**config.mk**
```make
export PLATFORM = sky130hd
export DESIGN_NAME = mpa_arbiter
export DESIGN_NICKNAME = d
export VERILOG_FILES = /design/src/mpa_pkg.sv /design/src/mpa_arbiter.sv
export SDC_FILE = /design/constraint.sdc
export NUM_CORES = 1
export LEC_CHECK = 0
export BUFFER_PORTS_ARGS = -buffer_cell sky130_fd_sc_hd__buf_2
export CELL_PAD_IN_SITES_DETAIL_PLACEMENT = 2
export CELL_PAD_IN_SITES_GLOBAL_PLACEMENT = 2
export CORE_ASPECT_RATIO = 0.75
export CORE_UTILIZATION = 36
export DETAILED_ROUTE_END_ITERATION = 7
export GPL_ROUTABILITY_DRIVEN = 0
export PLACE_DENSITY = 0.79
export SYNTH_ARGS = -nofsm -noshare
export SYNTH_HDL_FRONTEND = slang
export SYNTH_SLANG_ARGS = --single-unit
```
**constraint.sdc**
```tcl
create_clock -name core_clk -period 2.56 [get_ports core_clk]
set_clock_uncertainty 0.05 [all_clocks]
set_input_delay 0.512 -clock core_clk [delete_from_list [all_inputs] [get_ports core_clk]]
set_output_delay 0.512 -clock core_clk [all_outputs]
set_load 0.05 [all_outputs]
```
**src/mpa_pkg.sv**
```systemverilog
// Package for the multiprocessor bus arbiter: constants, states and carriers.
// Assumes a single 20 MHz core clock; no software-visible registers.
package mpa_pkg;

  localparam int unsigned NUM_PROC      = 8;      // Request lines on the shared bus
  localparam int unsigned ID_W          = 3;      // Identity width
  localparam int unsigned CLK_PERIOD_NS = 50;     // Core clock period
  localparam int unsigned SR_ENTRY_NS   = 100;    // Least time for self-refresh entry
  localparam int unsigned SR_CYCLES     =
    (SR_ENTRY_NS + CLK_PERIOD_NS - 1) / CLK_PERIOD_NS;
  localparam int unsigned CNT_W         = 4;      // Width of the settle counter
  localparam logic [CNT_W-1:0] SR_COUNT = CNT_W'(SR_CYCLES);
  // Edges a peer's request line takes through the synchroniser
  localparam logic [CNT_W-1:0] SYNC_COUNT = 4'h2;
  localparam logic [CNT_W-1:0] CNT_ZERO = 4'h0;
  localparam logic [NUM_PROC-1:0] REQ_IDLE = 8'hFF; // All request lines released

  // Arbiter states, Gray coded along request, own, release, host
  typedef enum logic [2:0] {
    MPA_IDLE    = 3'b000,  // Not master, not requesting
    MPA_REQ     = 3'b001,  // Own request line asserted
    MPA_OWN     = 3'b011,  // Bus master
    MPA_DRAIN   = 3'b010,  // Finishing outstanding transaction
    MPA_SREF    = 3'b110,  // Placing SDRAM into self-refresh
    MPA_HOST    = 3'b111,  // Host granted
    MPA_BACKOFF = 3'b101   // Backed off; waiting to retry
  } mpa_state_t;

  // Local traffic requests from the core and DMA engines
  typedef struct packed {
    logic core_req;     // Core needs the external bus
    logic hp_dma_req;   // High-priority DMA needs the bus
    logic np_dma_req;   // Normal DMA needs the bus
    logic bg_dma_req;   // Background DMA needs the bus
    logic lock_req;     // Master wants the bus locked
    logic xact_busy;    // A transaction is outstanding
  } mpa_local_t;

  // Straps caught at reset release
  typedef struct packed {
    logic master_strap;
    logic lock_strap;
  } mpa_strap_t;

endpackage

```
**src/mpa_arbiter.sv**
```systemverilog
// Bus arbitration for one processor sharing an external bus with up to
// seven peers and a host. Pins arrive asynchronously and are synchronised.
// Summary of operation
// Drive own request line, watch others
// Identity selects line and priority order
// Identity changes only under reset
// Undriven request lines held high externally
// Master asserts debug master indicator
// Master and lock pins sampled as straps
// Lock output shows master holds lock
// Back-off makes processor abandon transaction
// Host asserts request to get bus
// Finish transaction, release, then grant host
// Float bus outputs when host granted
// SDRAM into self-refresh before host grant
// Hold grant until host drops request
// Only master drives grant; others monitor
// Core priority line while core accesses
// Core priority preempts background DMA
// DMA priority line while high DMA accesses
// DMA priority preempts normal DMA
// Priority lines are open-drain, shared
// Unused priority lines left unconnected
// After back-off, rerequest and restart transaction
`timescale 1ns/1ps

module mpa_arbiter
  import mpa_pkg::*;
(
  input  wire logic                           core_clk,
  input  wire logic                           reset_n,
  input  wire logic                           clk_en,
  input  wire logic [mpa_pkg::ID_W-1:0]       processor_identity,
  input  wire logic [mpa_pkg::NUM_PROC-1:0]   arb_request_lines_in,
  output logic      [mpa_pkg::NUM_PROC-1:0]   arb_request_lines_out,
  output logic      [mpa_pkg::NUM_PROC-1:0]   arb_request_lines_oe,
  input  wire logic                           master_indicator_in,
  output logic                                master_indicator_n,
  output logic                                master_indicator_oe,
  input  wire logic                           bus_locked_flag_in,
  output logic                                bus_locked_flag_n,
  output logic                                bus_locked_flag_oe,
  input  wire logic                           backoff_input_n,
  input  wire logic                           host_req_n,
  input  wire logic                           host_grant_in,
  output logic                                host_grant_n,
  output logic                                host_grant_oe,
  input  wire logic                           core_priority_line_in,
  output logic                                core_priority_line_out,
  output logic                                core_priority_line_oe,
  input  wire logic                           dma_priority_line_in,
  output logic                                dma_priority_line_out,
  output logic                                dma_priority_line_oe,
  input  wire mpa_pkg::mpa_local_t            local_req,
  output logic                                bus_outputs_oe,
  output logic                                sdram_self_refresh,
  output logic                                bus_granted,
  output logic                                preempt_bg_dma,
  output logic                                preempt_np_dma,
  output logic                                restart_xact,
  output mpa_pkg::mpa_strap_t                 straps
);
  import mpa_pkg::*;

  // Two-stage synchronisers; stage one is read only by stage two
  logic [NUM_PROC-1:0] req_s1_reg;
  logic [NUM_PROC-1:0] req_s2_reg;
  logic [5:0]          pin_s1_reg;
  logic [5:0]          pin_s2_reg;
  logic [ID_W-1:0]     id_s1_reg;
  logic [ID_W-1:0]     id_s2_reg;
  logic                master_s1_reg;     // Master indicator strap, first stage
  logic                master_s2_reg;     // Master indicator strap, second stage

  // Identity latched once after reset; held constant by the system
  logic [ID_W-1:0]     id_reg;
  logic                strap_done_reg;

  mpa_state_t          state_reg;
  mpa_state_t          state_next;
  logic [CNT_W-1:0]    cnt_reg;
  logic                aborted_reg;       // A back-off cut a transaction short

  // Synchronised views of the pins
  logic backoff_s;
  logic hreq_s;
  logic hgnt_s;
  logic core_prio_s;
  logic dma_prio_s;
  logic want_bus;
  logic higher_req;
  logic [NUM_PROC-1:0] own_line;

  assign backoff_s   = ~pin_s2_reg[0];
  assign hreq_s      = ~pin_s2_reg[1];
  assign hgnt_s      = ~pin_s2_reg[2];
  assign core_prio_s = ~pin_s2_reg[3];
  assign dma_prio_s  = ~pin_s2_reg[4];

  // One-hot mask for an identity: value 000 is line 0, 111 is line 7
  function automatic logic [NUM_PROC-1:0] id_line(input logic [ID_W-1:0] id);
    id_line = NUM_PROC'(1) << id;
  endfunction

  // Any active request from a processor with a lower identity wins priority
  function automatic logic lower_id_active(input logic [NUM_PROC-1:0] lines,
                                           input logic [ID_W-1:0]     id);
    logic [NUM_PROC-1:0] below;
    below = id_line(id) - NUM_PROC'(1);
    lower_id_active = |(~lines & below);
  endfunction

  assign own_line   = id_line(id_reg);
  assign want_bus   = local_req.core_req | local_req.hp_dma_req |
                      local_req.np_dma_req | local_req.bg_dma_req | aborted_reg;
  assign higher_req = lower_id_active(req_s2_reg, id_reg);

  // Input synchronisers, kept out of reset on purpose: they follow the pins
  // while reset is held, so identity and straps are settled at release
  always_ff @(posedge core_clk)
  begin
    if (clk_en)
    begin
      req_s1_reg    <= arb_request_lines_in;
      req_s2_reg    <= req_s1_reg;
      pin_s1_reg    <= {bus_locked_flag_in, dma_priority_line_in, core_priority_line_in,
                        host_grant_in, host_req_n, backoff_input_n};
      pin_s2_reg    <= pin_s1_reg;
      master_s1_reg <= master_indicator_in;
      master_s2_reg <= master_s1_reg;
      id_s1_reg     <= processor_identity;
      id_s2_reg     <= id_s1_reg;
    end
  end

  // Straps and identity are caught once, after release, by a clocked process
  always_ff @(posedge core_clk or negedge reset_n)
  begin
    if (!reset_n)
    begin
      strap_done_reg <= 1'b0;
      id_reg         <= 3'h0;
      straps         <= '0;
    end
    else if (clk_en && !strap_done_reg)
    begin
      // Pins are floated in reset so the straps read their external level
      strap_done_reg      <= 1'b1;
      id_reg              <= id_s2_reg;
      straps.lock_strap   <= pin_s2_reg[5];
      straps.master_strap <= master_s2_reg;
    end
  end

  // Next-state selection
  always_comb
  begin
    state_next = state_reg;
    unique case (state_reg)
      MPA_IDLE:
        if (strap_done_reg && want_bus && !hgnt_s && !backoff_s)
          state_next = MPA_REQ;
      MPA_REQ:
        // Wait until a peer that asked in the same cycle is visible
        if (hgnt_s || backoff_s)
          state_next = MPA_IDLE;
        else if (cnt_reg == CNT_ZERO && !higher_req)
          state_next = MPA_OWN;
      MPA_OWN:
        if (backoff_s)
          state_next = MPA_BACKOFF;
        else if (hreq_s)
          state_next = MPA_DRAIN;
        else if (!want_bus && !local_req.lock_req && !local_req.xact_busy)
          state_next = MPA_IDLE;
        else if (higher_req && !local_req.lock_req && !local_req.xact_busy &&
                 !local_req.core_req)
          state_next = MPA_IDLE;
      MPA_DRAIN:
        if (backoff_s)
          state_next = MPA_BACKOFF;
        else if (!local_req.xact_busy)
          state_next = MPA_SREF;
      MPA_SREF:
        if (cnt_reg == CNT_ZERO)
          state_next = MPA_HOST;
      MPA_HOST:
        if (!hreq_s)
          state_next = MPA_IDLE;
      MPA_BACKOFF:
        if (!backoff_s && !hreq_s)
          state_next = MPA_IDLE;
      default:
        state_next = MPA_IDLE;
    endcase
  end

  // State register
  always_ff @(posedge core_clk or negedge reset_n)
  begin
    if (!reset_n)
      state_reg <= MPA_IDLE;
    else if (clk_en)
      state_reg <= state_next;
  end

  // Shared settle counter: synchroniser wait on a new request, then the
  // self-refresh wait on release; the two phases never overlap
  always_ff @(posedge core_clk or negedge reset_n)
  begin
    if (!reset_n)
      cnt_reg <= CNT_ZERO;
    else if (clk_en)
    begin
      if (state_next == MPA_REQ && state_reg != MPA_REQ)
        cnt_reg <= SYNC_COUNT;
      else if (state_next == MPA_SREF && state_reg != MPA_SREF)
        cnt_reg <= SR_COUNT - CNT_W'(1);
      else if (cnt_reg != CNT_ZERO)
        cnt_reg <= cnt_reg - CNT_W'(1);
    end
  end

  // Remember an aborted transaction so the bus is asked for again
  always_ff @(posedge core_clk or negedge reset_n)
  begin
    if (!reset_n)
      aborted_reg <= 1'b0;
    else if (clk_en)
    begin
      if (state_next == MPA_BACKOFF && local_req.xact_busy)
        aborted_reg <= 1'b1;
      else if (state_reg == MPA_OWN)
        aborted_reg <= 1'b0;
    end
  end

  // Pin drivers: every output straight from a flip-flop
  always_ff @(posedge core_clk or negedge reset_n)
  begin
    if (!reset_n)
    begin
      arb_request_lines_out  <= '0;
      arb_request_lines_oe   <= '0;
      master_indicator_n     <= 1'b1;
      master_indicator_oe    <= 1'b0;
      bus_locked_flag_n      <= 1'b1;
      bus_locked_flag_oe     <= 1'b0;
      host_grant_n           <= 1'b1;
      host_grant_oe          <= 1'b0;
      core_priority_line_out <= 1'b0;
      core_priority_line_oe  <= 1'b0;
      dma_priority_line_out  <= 1'b0;
      dma_priority_line_oe   <= 1'b0;
      bus_outputs_oe         <= 1'b0;
      sdram_self_refresh     <= 1'b0;
      bus_granted            <= 1'b0;
      preempt_bg_dma         <= 1'b0;
      preempt_np_dma         <= 1'b0;
      restart_xact           <= 1'b0;
    end
    else if (clk_en && strap_done_reg)
    begin
      // Only the own line is ever enabled; low is the active level
      arb_request_lines_out <= '0;
      arb_request_lines_oe  <= (state_next == MPA_REQ || state_next == MPA_OWN ||
                                state_next == MPA_DRAIN) ? own_line : '0;
      master_indicator_oe   <= 1'b1;
      master_indicator_n    <= !(state_next == MPA_OWN || state_next == MPA_DRAIN);
      bus_locked_flag_oe    <= (state_next == MPA_OWN);
      bus_locked_flag_n     <= !(state_next == MPA_OWN && local_req.lock_req);
      // Grant is driven only by the master side of the handover
      host_grant_oe         <= (state_next == MPA_HOST);
      host_grant_n          <= !(state_next == MPA_HOST);
      // Open-drain: drive low or release
      core_priority_line_out <= 1'b0;
      core_priority_line_oe  <= local_req.core_req;
      dma_priority_line_out  <= 1'b0;
      dma_priority_line_oe   <= local_req.hp_dma_req;
      bus_outputs_oe        <= (state_next == MPA_OWN || state_next == MPA_DRAIN);
      sdram_self_refresh    <= (state_next == MPA_SREF || state_next == MPA_HOST);
      bus_granted           <= (state_next == MPA_OWN);
      // A peer raising a priority line preempts the matching local DMA class
      preempt_bg_dma        <= (state_reg == MPA_OWN) && core_prio_s &&
                               !local_req.core_req;
      preempt_np_dma        <= (state_reg == MPA_OWN) && dma_prio_s &&
                               !local_req.hp_dma_req;
      restart_xact          <= aborted_reg && (state_next == MPA_OWN) &&
                               (state_reg != MPA_OWN);
    end
  end

endmodule

```
### Word level (Yosys, flattened, before mapping)

Index checks and enable logic that the tools add are counted.

| cells by class | value |
|---|---|
| equal/unequal tests | 15 |
| magnitude comparators | 0 |
| add/sub/neg operators | 2 |
| divide/modulo/power cells | 0 |
| reductions and logical operators | 45 |
| bitwise gates (word level) | 10 |
| muxes and demuxes | 19 |
| multipliers | 0 |
| shift-type cells | 1 |

Operators by type and width:

| kind | number |
|---|---|
| 3-bit two-way mux | 12 |
| 1-bit logical AND | 22 |
| 3-bit one-hot mux with 7 select lines | 1 |
| 3-bit equality test (second input constant) | 6 |
| 3-bit by 2-bit equality test with 1-bit output (second input constant) | 4 |
| 4-bit two-way mux | 3 |
| 1-bit zero test | 10 |
| 8-bit bitwise AND | 1 |
| 8-bit two-way mux | 1 |
| 8-bit inverter | 1 |
| 8-bit OR reduction | 1 |
| 1-bit by 3-bit left shift with 8-bit output (first input constant) | 1 |
| 8-bit by 1-bit subtractor with 8-bit output (second input constant) | 1 |
| 3-bit by 1-bit equality test with 1-bit output (second input constant) | 2 |
| 1-bit logical OR | 5 |
| 4-bit zero test | 1 |
| 1-bit inverter | 4 |
| 1-bit bitwise OR | 4 |
| 2-bit AND reduction | 2 |
| 4-bit nonzero test | 1 |
| 4-bit by 1-bit subtractor with 4-bit output (second input constant) | 1 |
| 3-bit zero test | 1 |
| 3-bit by 1-bit inequality test with 1-bit output (second input constant) | 1 |
| 3-bit by 2-bit inequality test with 1-bit output (second input constant) | 1 |
| other kinds (4) | 5 |

| storage, ports and cells | value |
|---|---|
| bits in latches | 0 |
| memories kept | 0 |
| RAM bits | 0 |
| output and inout port bits | 34 |
| flip-flop bits (word level) | 71 |
| ROM bits | 0 |

### Longest topological paths before layout

| logic depth | value |
|---|---|
| depth after elaboration | 16 |
| gate-level depth with buffers | 8 |
| gate-level depth less buffers | 8 |

### Least setup slack after synthesis

OpenSTA, ideal clock, no wires.

| timing | value |
|---|---|
| kind | input to register |
| from | input port local_req[5] in the netlist's numbering |
| to | register cnt_reg[1] |
| arrival | 2009 ps |
| stages on the path | 6 |
| setup time | 121 ps |
| slack | 380 ps |
| required time | 2389 ps |
| path through | or4_1 > o2111ai_2 > o211ai_1 > nor3_2 > o31ai_1 > a22o_1 |

| on the way | value |
|---|---|
| word-level cells in the longest chain between the ends | 15 |

RTL lines:

| item | line | text |
|---|---|---|
| start: declaration | mpa_arbiter.sv:54 | `input wire mpa_pkg::mpa_local_t local_req,` |
| 1-bit bitwise OR (2 in series) | mpa_arbiter.sv:114 | `assign want_bus = local_req.core_req \| local_req.hp_dma_req \|` |
| 1-bit bitwise OR (2 in series) | mpa_arbiter.sv:115 | `local_req.np_dma_req \| local_req.bg_dma_req \| aborted_reg;` |
| 1-bit zero test | mpa_arbiter.sv:174 | `else if (!want_bus && !local_req.lock_req && !local_req.xact_busy)` |
| 1-bit logical AND (2 in series) | mpa_arbiter.sv:174 |  |
| 3-bit two-way mux | mpa_arbiter.sv:174 |  |
| 3-bit two-way mux | mpa_arbiter.sv:172 | `else if (hreq_s)` |
| 3-bit two-way mux | mpa_arbiter.sv:170 | `if (backoff_s)` |
| 3-bit one-hot mux with 7 select lines * | mpa_arbiter.sv:159 | `unique case (state_reg)` |
| 3-bit by 1-bit equality test with 1-bit output / 3-bit equality test (equally long branches) | mpa_arbiter.sv:215, mpa_arbiter.sv:217 |  |
| 1-bit logical AND (on tied branches) | mpa_arbiter.sv:215, mpa_arbiter.sv:217 |  |
| 3-bit nonzero test (no line) / 4-bit two-way mux (equally long branches) | n/a |  |
| 2-bit AND reduction (no line) / 4-bit two-way mux (equally long branches) | n/a |  |
| end signal: assignment | mpa_arbiter.sv:218 | `cnt_reg <= SR_COUNT - CNT_W'(1);` |
| end signal: assignment | mpa_arbiter.sv:220 | `cnt_reg <= cnt_reg - CNT_W'(1);` |
| end: declaration | mpa_arbiter.sv:81 | `logic [CNT_W-1:0] cnt_reg;` |

Every way passes the cells marked *; elsewhere a longest branch is shown, timed or not.
A chain may end at the register's enable or synchronous reset.

### Final worst setup path

| timing | value |
|---|---|
| from | register state_reg[2] |
| to | register cnt_reg[3] |

| on the way | value |
|---|---|
| word-level cells in the longest chain between the ends | 9 |

RTL lines:

| item | line | text |
|---|---|---|
| start: declaration | mpa_arbiter.sv:79 | `mpa_state_t state_reg;` |
| start signal: assignment | mpa_arbiter.sv:204 | `state_reg <= state_next;` |
| 3-bit two-way mux | mpa_arbiter.sv:176 | `else if (higher_req && !local_req.lock_req && !local_req.xact_busy &&` |
| 3-bit two-way mux | mpa_arbiter.sv:174 |  |
| 3-bit two-way mux | mpa_arbiter.sv:172 |  |
| 3-bit two-way mux | mpa_arbiter.sv:170 |  |
| 3-bit one-hot mux with 7 select lines | mpa_arbiter.sv:159 |  |
| 3-bit by 1-bit equality test with 1-bit output / 3-bit equality test (equally long branches) | mpa_arbiter.sv:215, mpa_arbiter.sv:217 |  |
| 1-bit logical AND (on tied branches) | mpa_arbiter.sv:215, mpa_arbiter.sv:217 |  |
| 3-bit nonzero test (no line) / 4-bit two-way mux (equally long branches) | n/a |  |
| 2-bit AND reduction (no line) / 4-bit two-way mux (equally long branches) | n/a |  |

Parallel ways exist; a longest one is shown, timed or not.

==> out/qor.yml <==
grt:
  grt_max_degree: 36
  grt_first_pass_wirelength_mm: 11.4
  track_usage_pct: 18.2
  antenna_found_initial: 0
  grt_pass1_vias: 2189
  overflow: 0
finish:
  final_cells: 389
  largest_reg_flops: 8
  area_delta_synth_final_pct: 19.2
  antennaDiodeCount: 0
  drive_above_1_share_pct: 35.1
  nFillCells: 756
  nets: 311
  fin_area_um2: 3440
power_and_ir_drop:
  ir_drop_uv: 383
  p_leak_nw: 1.45
  power_density_nw_per_um2: 929
setup_path:
  slowest_delay_ns: 0.51
  cp_max_fo: 9
  crit_start: "state_reg[2]"
  cp_top_family: "compound AO/OA/AOI/OAI gates"
  worst-path-buf-inv: 0
  cp-end-kind: "flop"
  cpMaxStageDelayCell: "a2111oi_0"
  r2r-start: "state_reg[2]"
  reg2regPathDepth: 6
  r2r_end: "cnt_reg[3]"
  critPathArrivalTime_ns: 2.57
  r2r_slack_ns: 0.17
  critPathLaunchType: "flop"
  critical_path_class: "reg -> reg"
  worstPathRequired_ns: 2.74
  crit_path_cell_trace: "and4bb_2 > a2111oi_0 > o211ai_1 > o31ai_1 > a21oi_1 > a21o_1"
place:
  dp_slack_ns: 0.0736
  hpwlAfterDp_mm: 4.99
  numPortBuffers: 49
  placed_area_um2: 3260
  dp.cells: 373
synthesis:
  syn_area_um2: 2880
  avgSynthCellArea_um2: 13.0
  synth_cell_type_count: 55
  synth_edf_count: 34
  synthFlopType: "edfxtp_1"
  ys_seq_area_share_pct: 65.9
  synth.yosys.warnings: 0
  ys_async_sr_fraction_pct: 50.7
  synth_seq_cells: 69
  syn_inst: 221
clocking:
  cts_tree: "done"
  cts.sinks: 69
  cts-buffers-inserted: 9
  clk-insertion-delay-late_ns: 0.34
  htreeDepth: 3
  clk_pin_slew_worst_paths_ns: 0.08
  hold_buffers: 0
  cts_root_buf: "clkbuf_8"
  clockBufferDepth: 2
routing:
  m1WireLength_mm: 3.09
  via_per_inst: 5.09
  dr_total_vias: 1981
  wl_met3_um: 310
  wirelength_mm: 6.74
  top_layer: "met4"
  drt_iter0_markers: 81
  first_pass_iters: 4
  wl_met2_mm: 3.27
  routedWlPerCell_um: 17.3
  ant_nets: 0
  drc_errors: 0
floorplanning:
  dieHeight_um: 79.5
  die_w_um: 105
  die_area_um2: 8370
  placementRows: 27
  ios: 61
  initial_core_util_pct: 38.3
  core_um2: 7530
min_path:
  hp-class: "in -> async"
sta:
  grt_setup_unrepaired: "false"
  final.setup.tns_ns: 0
  max_slew_margin_pct: 45.3
  finalSetupViolations: 0
  maxSlewViolCount: 0
  worstMarginPinSlew_ns: 0.821
  period_share_pct: 93.5
  fin_ws_ns: 0.167
  fmax_mhz: 418
  layout_min_cycle_time_ns: 2.39
  hold_viol: 0
job:
  maxCapViolCount: 0
run_status:
  outcome: "complete, no violations"
## worst max path at each step
stage,end,slack [ns],depth (start not counted)
4_1_cts,restart_xact,0.11,8
3_3_place_gp,cnt_reg[3],0.12,7
2_1_floorplan,cnt_reg[1],0.38,6
3_5_place_dp,cnt_reg[3],0.07,7
6_report,cnt_reg[3],0.17,6
5_1_grt,cnt_reg[1],0.03,6
## through the flow
step	power [mW]	hold WS, ns	utilization, %
after floorplan	2.12	0.166	-
final	3.19	0.214	45.6
after global routing	3.38	0.257	45.6
after CTS	3.23	0.229	45.6
after global placement	2.38	0.351	43.2
after detailed placement	2.43	0.362	43.2
## Yosys cell counts (all sizes together), types with 2 or more instances
cell type	instances	area share [%]
o21ai	11	1.9
dfrtp	32	28
nor4	3	1.4
buf	12	3.0
edfxtp	34	35
a21o	4	1.1
inv	7	0.91
a22o	3	0.91
a21oi	10	2.0
nor3	4	0.87
o31ai	7	2.3
nand3b	3	0.78
a211oi	2	0.52
nor3b	2	0.52
or2	3	0.65
nand2	23	3.0
a21boi	2	0.52
o41ai	3	0.91
clkbuf	5	0.65
mux2	5	2.0
nand2b	2	0.43
dfstp	3	2.7
nand3	5	0.87
nor2	13	1.7
## metal layers
| metal | up-vias | GRT usage [%] |
|---|---|---|
| li1 | 922 | - |
| met1 | 998 | 22.3 |
| met2 | 54 | 31.3 |
| met3 | 7 | 5.39 |
| met4 | 0 | 5.63 |
| met5 | - | 0 |
## power by group
| group | total (mW) | switching (mW) | leakage (nW) | internal, mW |
|---|---|---|---|---|
| combinational | 0.945 | 0.628 | 0.592 | 0.318 |
| sequential | 1.46 | 0.128 | 0.774 | 1.33 |
| clock | 0.790 | 0.432 | 0.0868 | 0.358 |
## timing repair
action | 4_1_cts | 5_1_grt
buffers inserted | 0 | 0
gates resized for setup | 0 | 1
endpoints found under the setup margin | 0 | 2
## placed cells by master, fill, tap and decap left out, types with 2 or more instances in the layout
| master | instances |
|---|---|
| a21oi_2 | 2 |
| o41ai_1 | 3 |
| buf_4 | 10 |
| conb_1 | 10 |
| nand3_1 | 5 |
| clkinv_4 | 3 |
| a21boi_0 | 2 |
| nand2_1 | 23 |
| dfstp_2 | 3 |
| edfxtp_1 | 34 |
| dfrtp_1 | 32 |
| a22o_1 | 3 |
| a211oi_1 | 2 |
| nand2b_1 | 2 |
| mux2_2 | 5 |
| a21oi_1 | 8 |
| inv_1 | 7 |
| nor3_1 | 3 |
| o21ai_1 | 4 |
| o31ai_1 | 6 |
| or2_2 | 3 |
| buf_2 | 49 |
| o21ai_0 | 7 |
| nand3b_1 | 3 |
| nor2_1 | 13 |
| clkbuf_8 | 9 |
| a21o_1 | 3 |
## logic make-up (layout without fill, tap and decap cells)
logic type	count (synthesis)	after routing	synth area share [%]
AOI/OAI and AO/OA	53	53	14.0
and+or+nand+nor	68	68	12.9
other	1	10	0.130
DFF	69	69	65.9
buffers and inverters	24	82	4.60
adders and majority gates	1	1	0.434
muxes	5	5	1.95
## cell type report
cell class                 count  area (um2)  area share, %
clock inverter                 6        47.5           1.38
sequential                    69        1900           55.3
clock buffer                  10         128           3.71
tap                          101         126           3.68
multi-input combinational    137         888           25.8
timing repair buffer          59         320           9.32
inverter                       7        26.3          0.764
No activity file was read; power rests on OpenSTA's default activity.
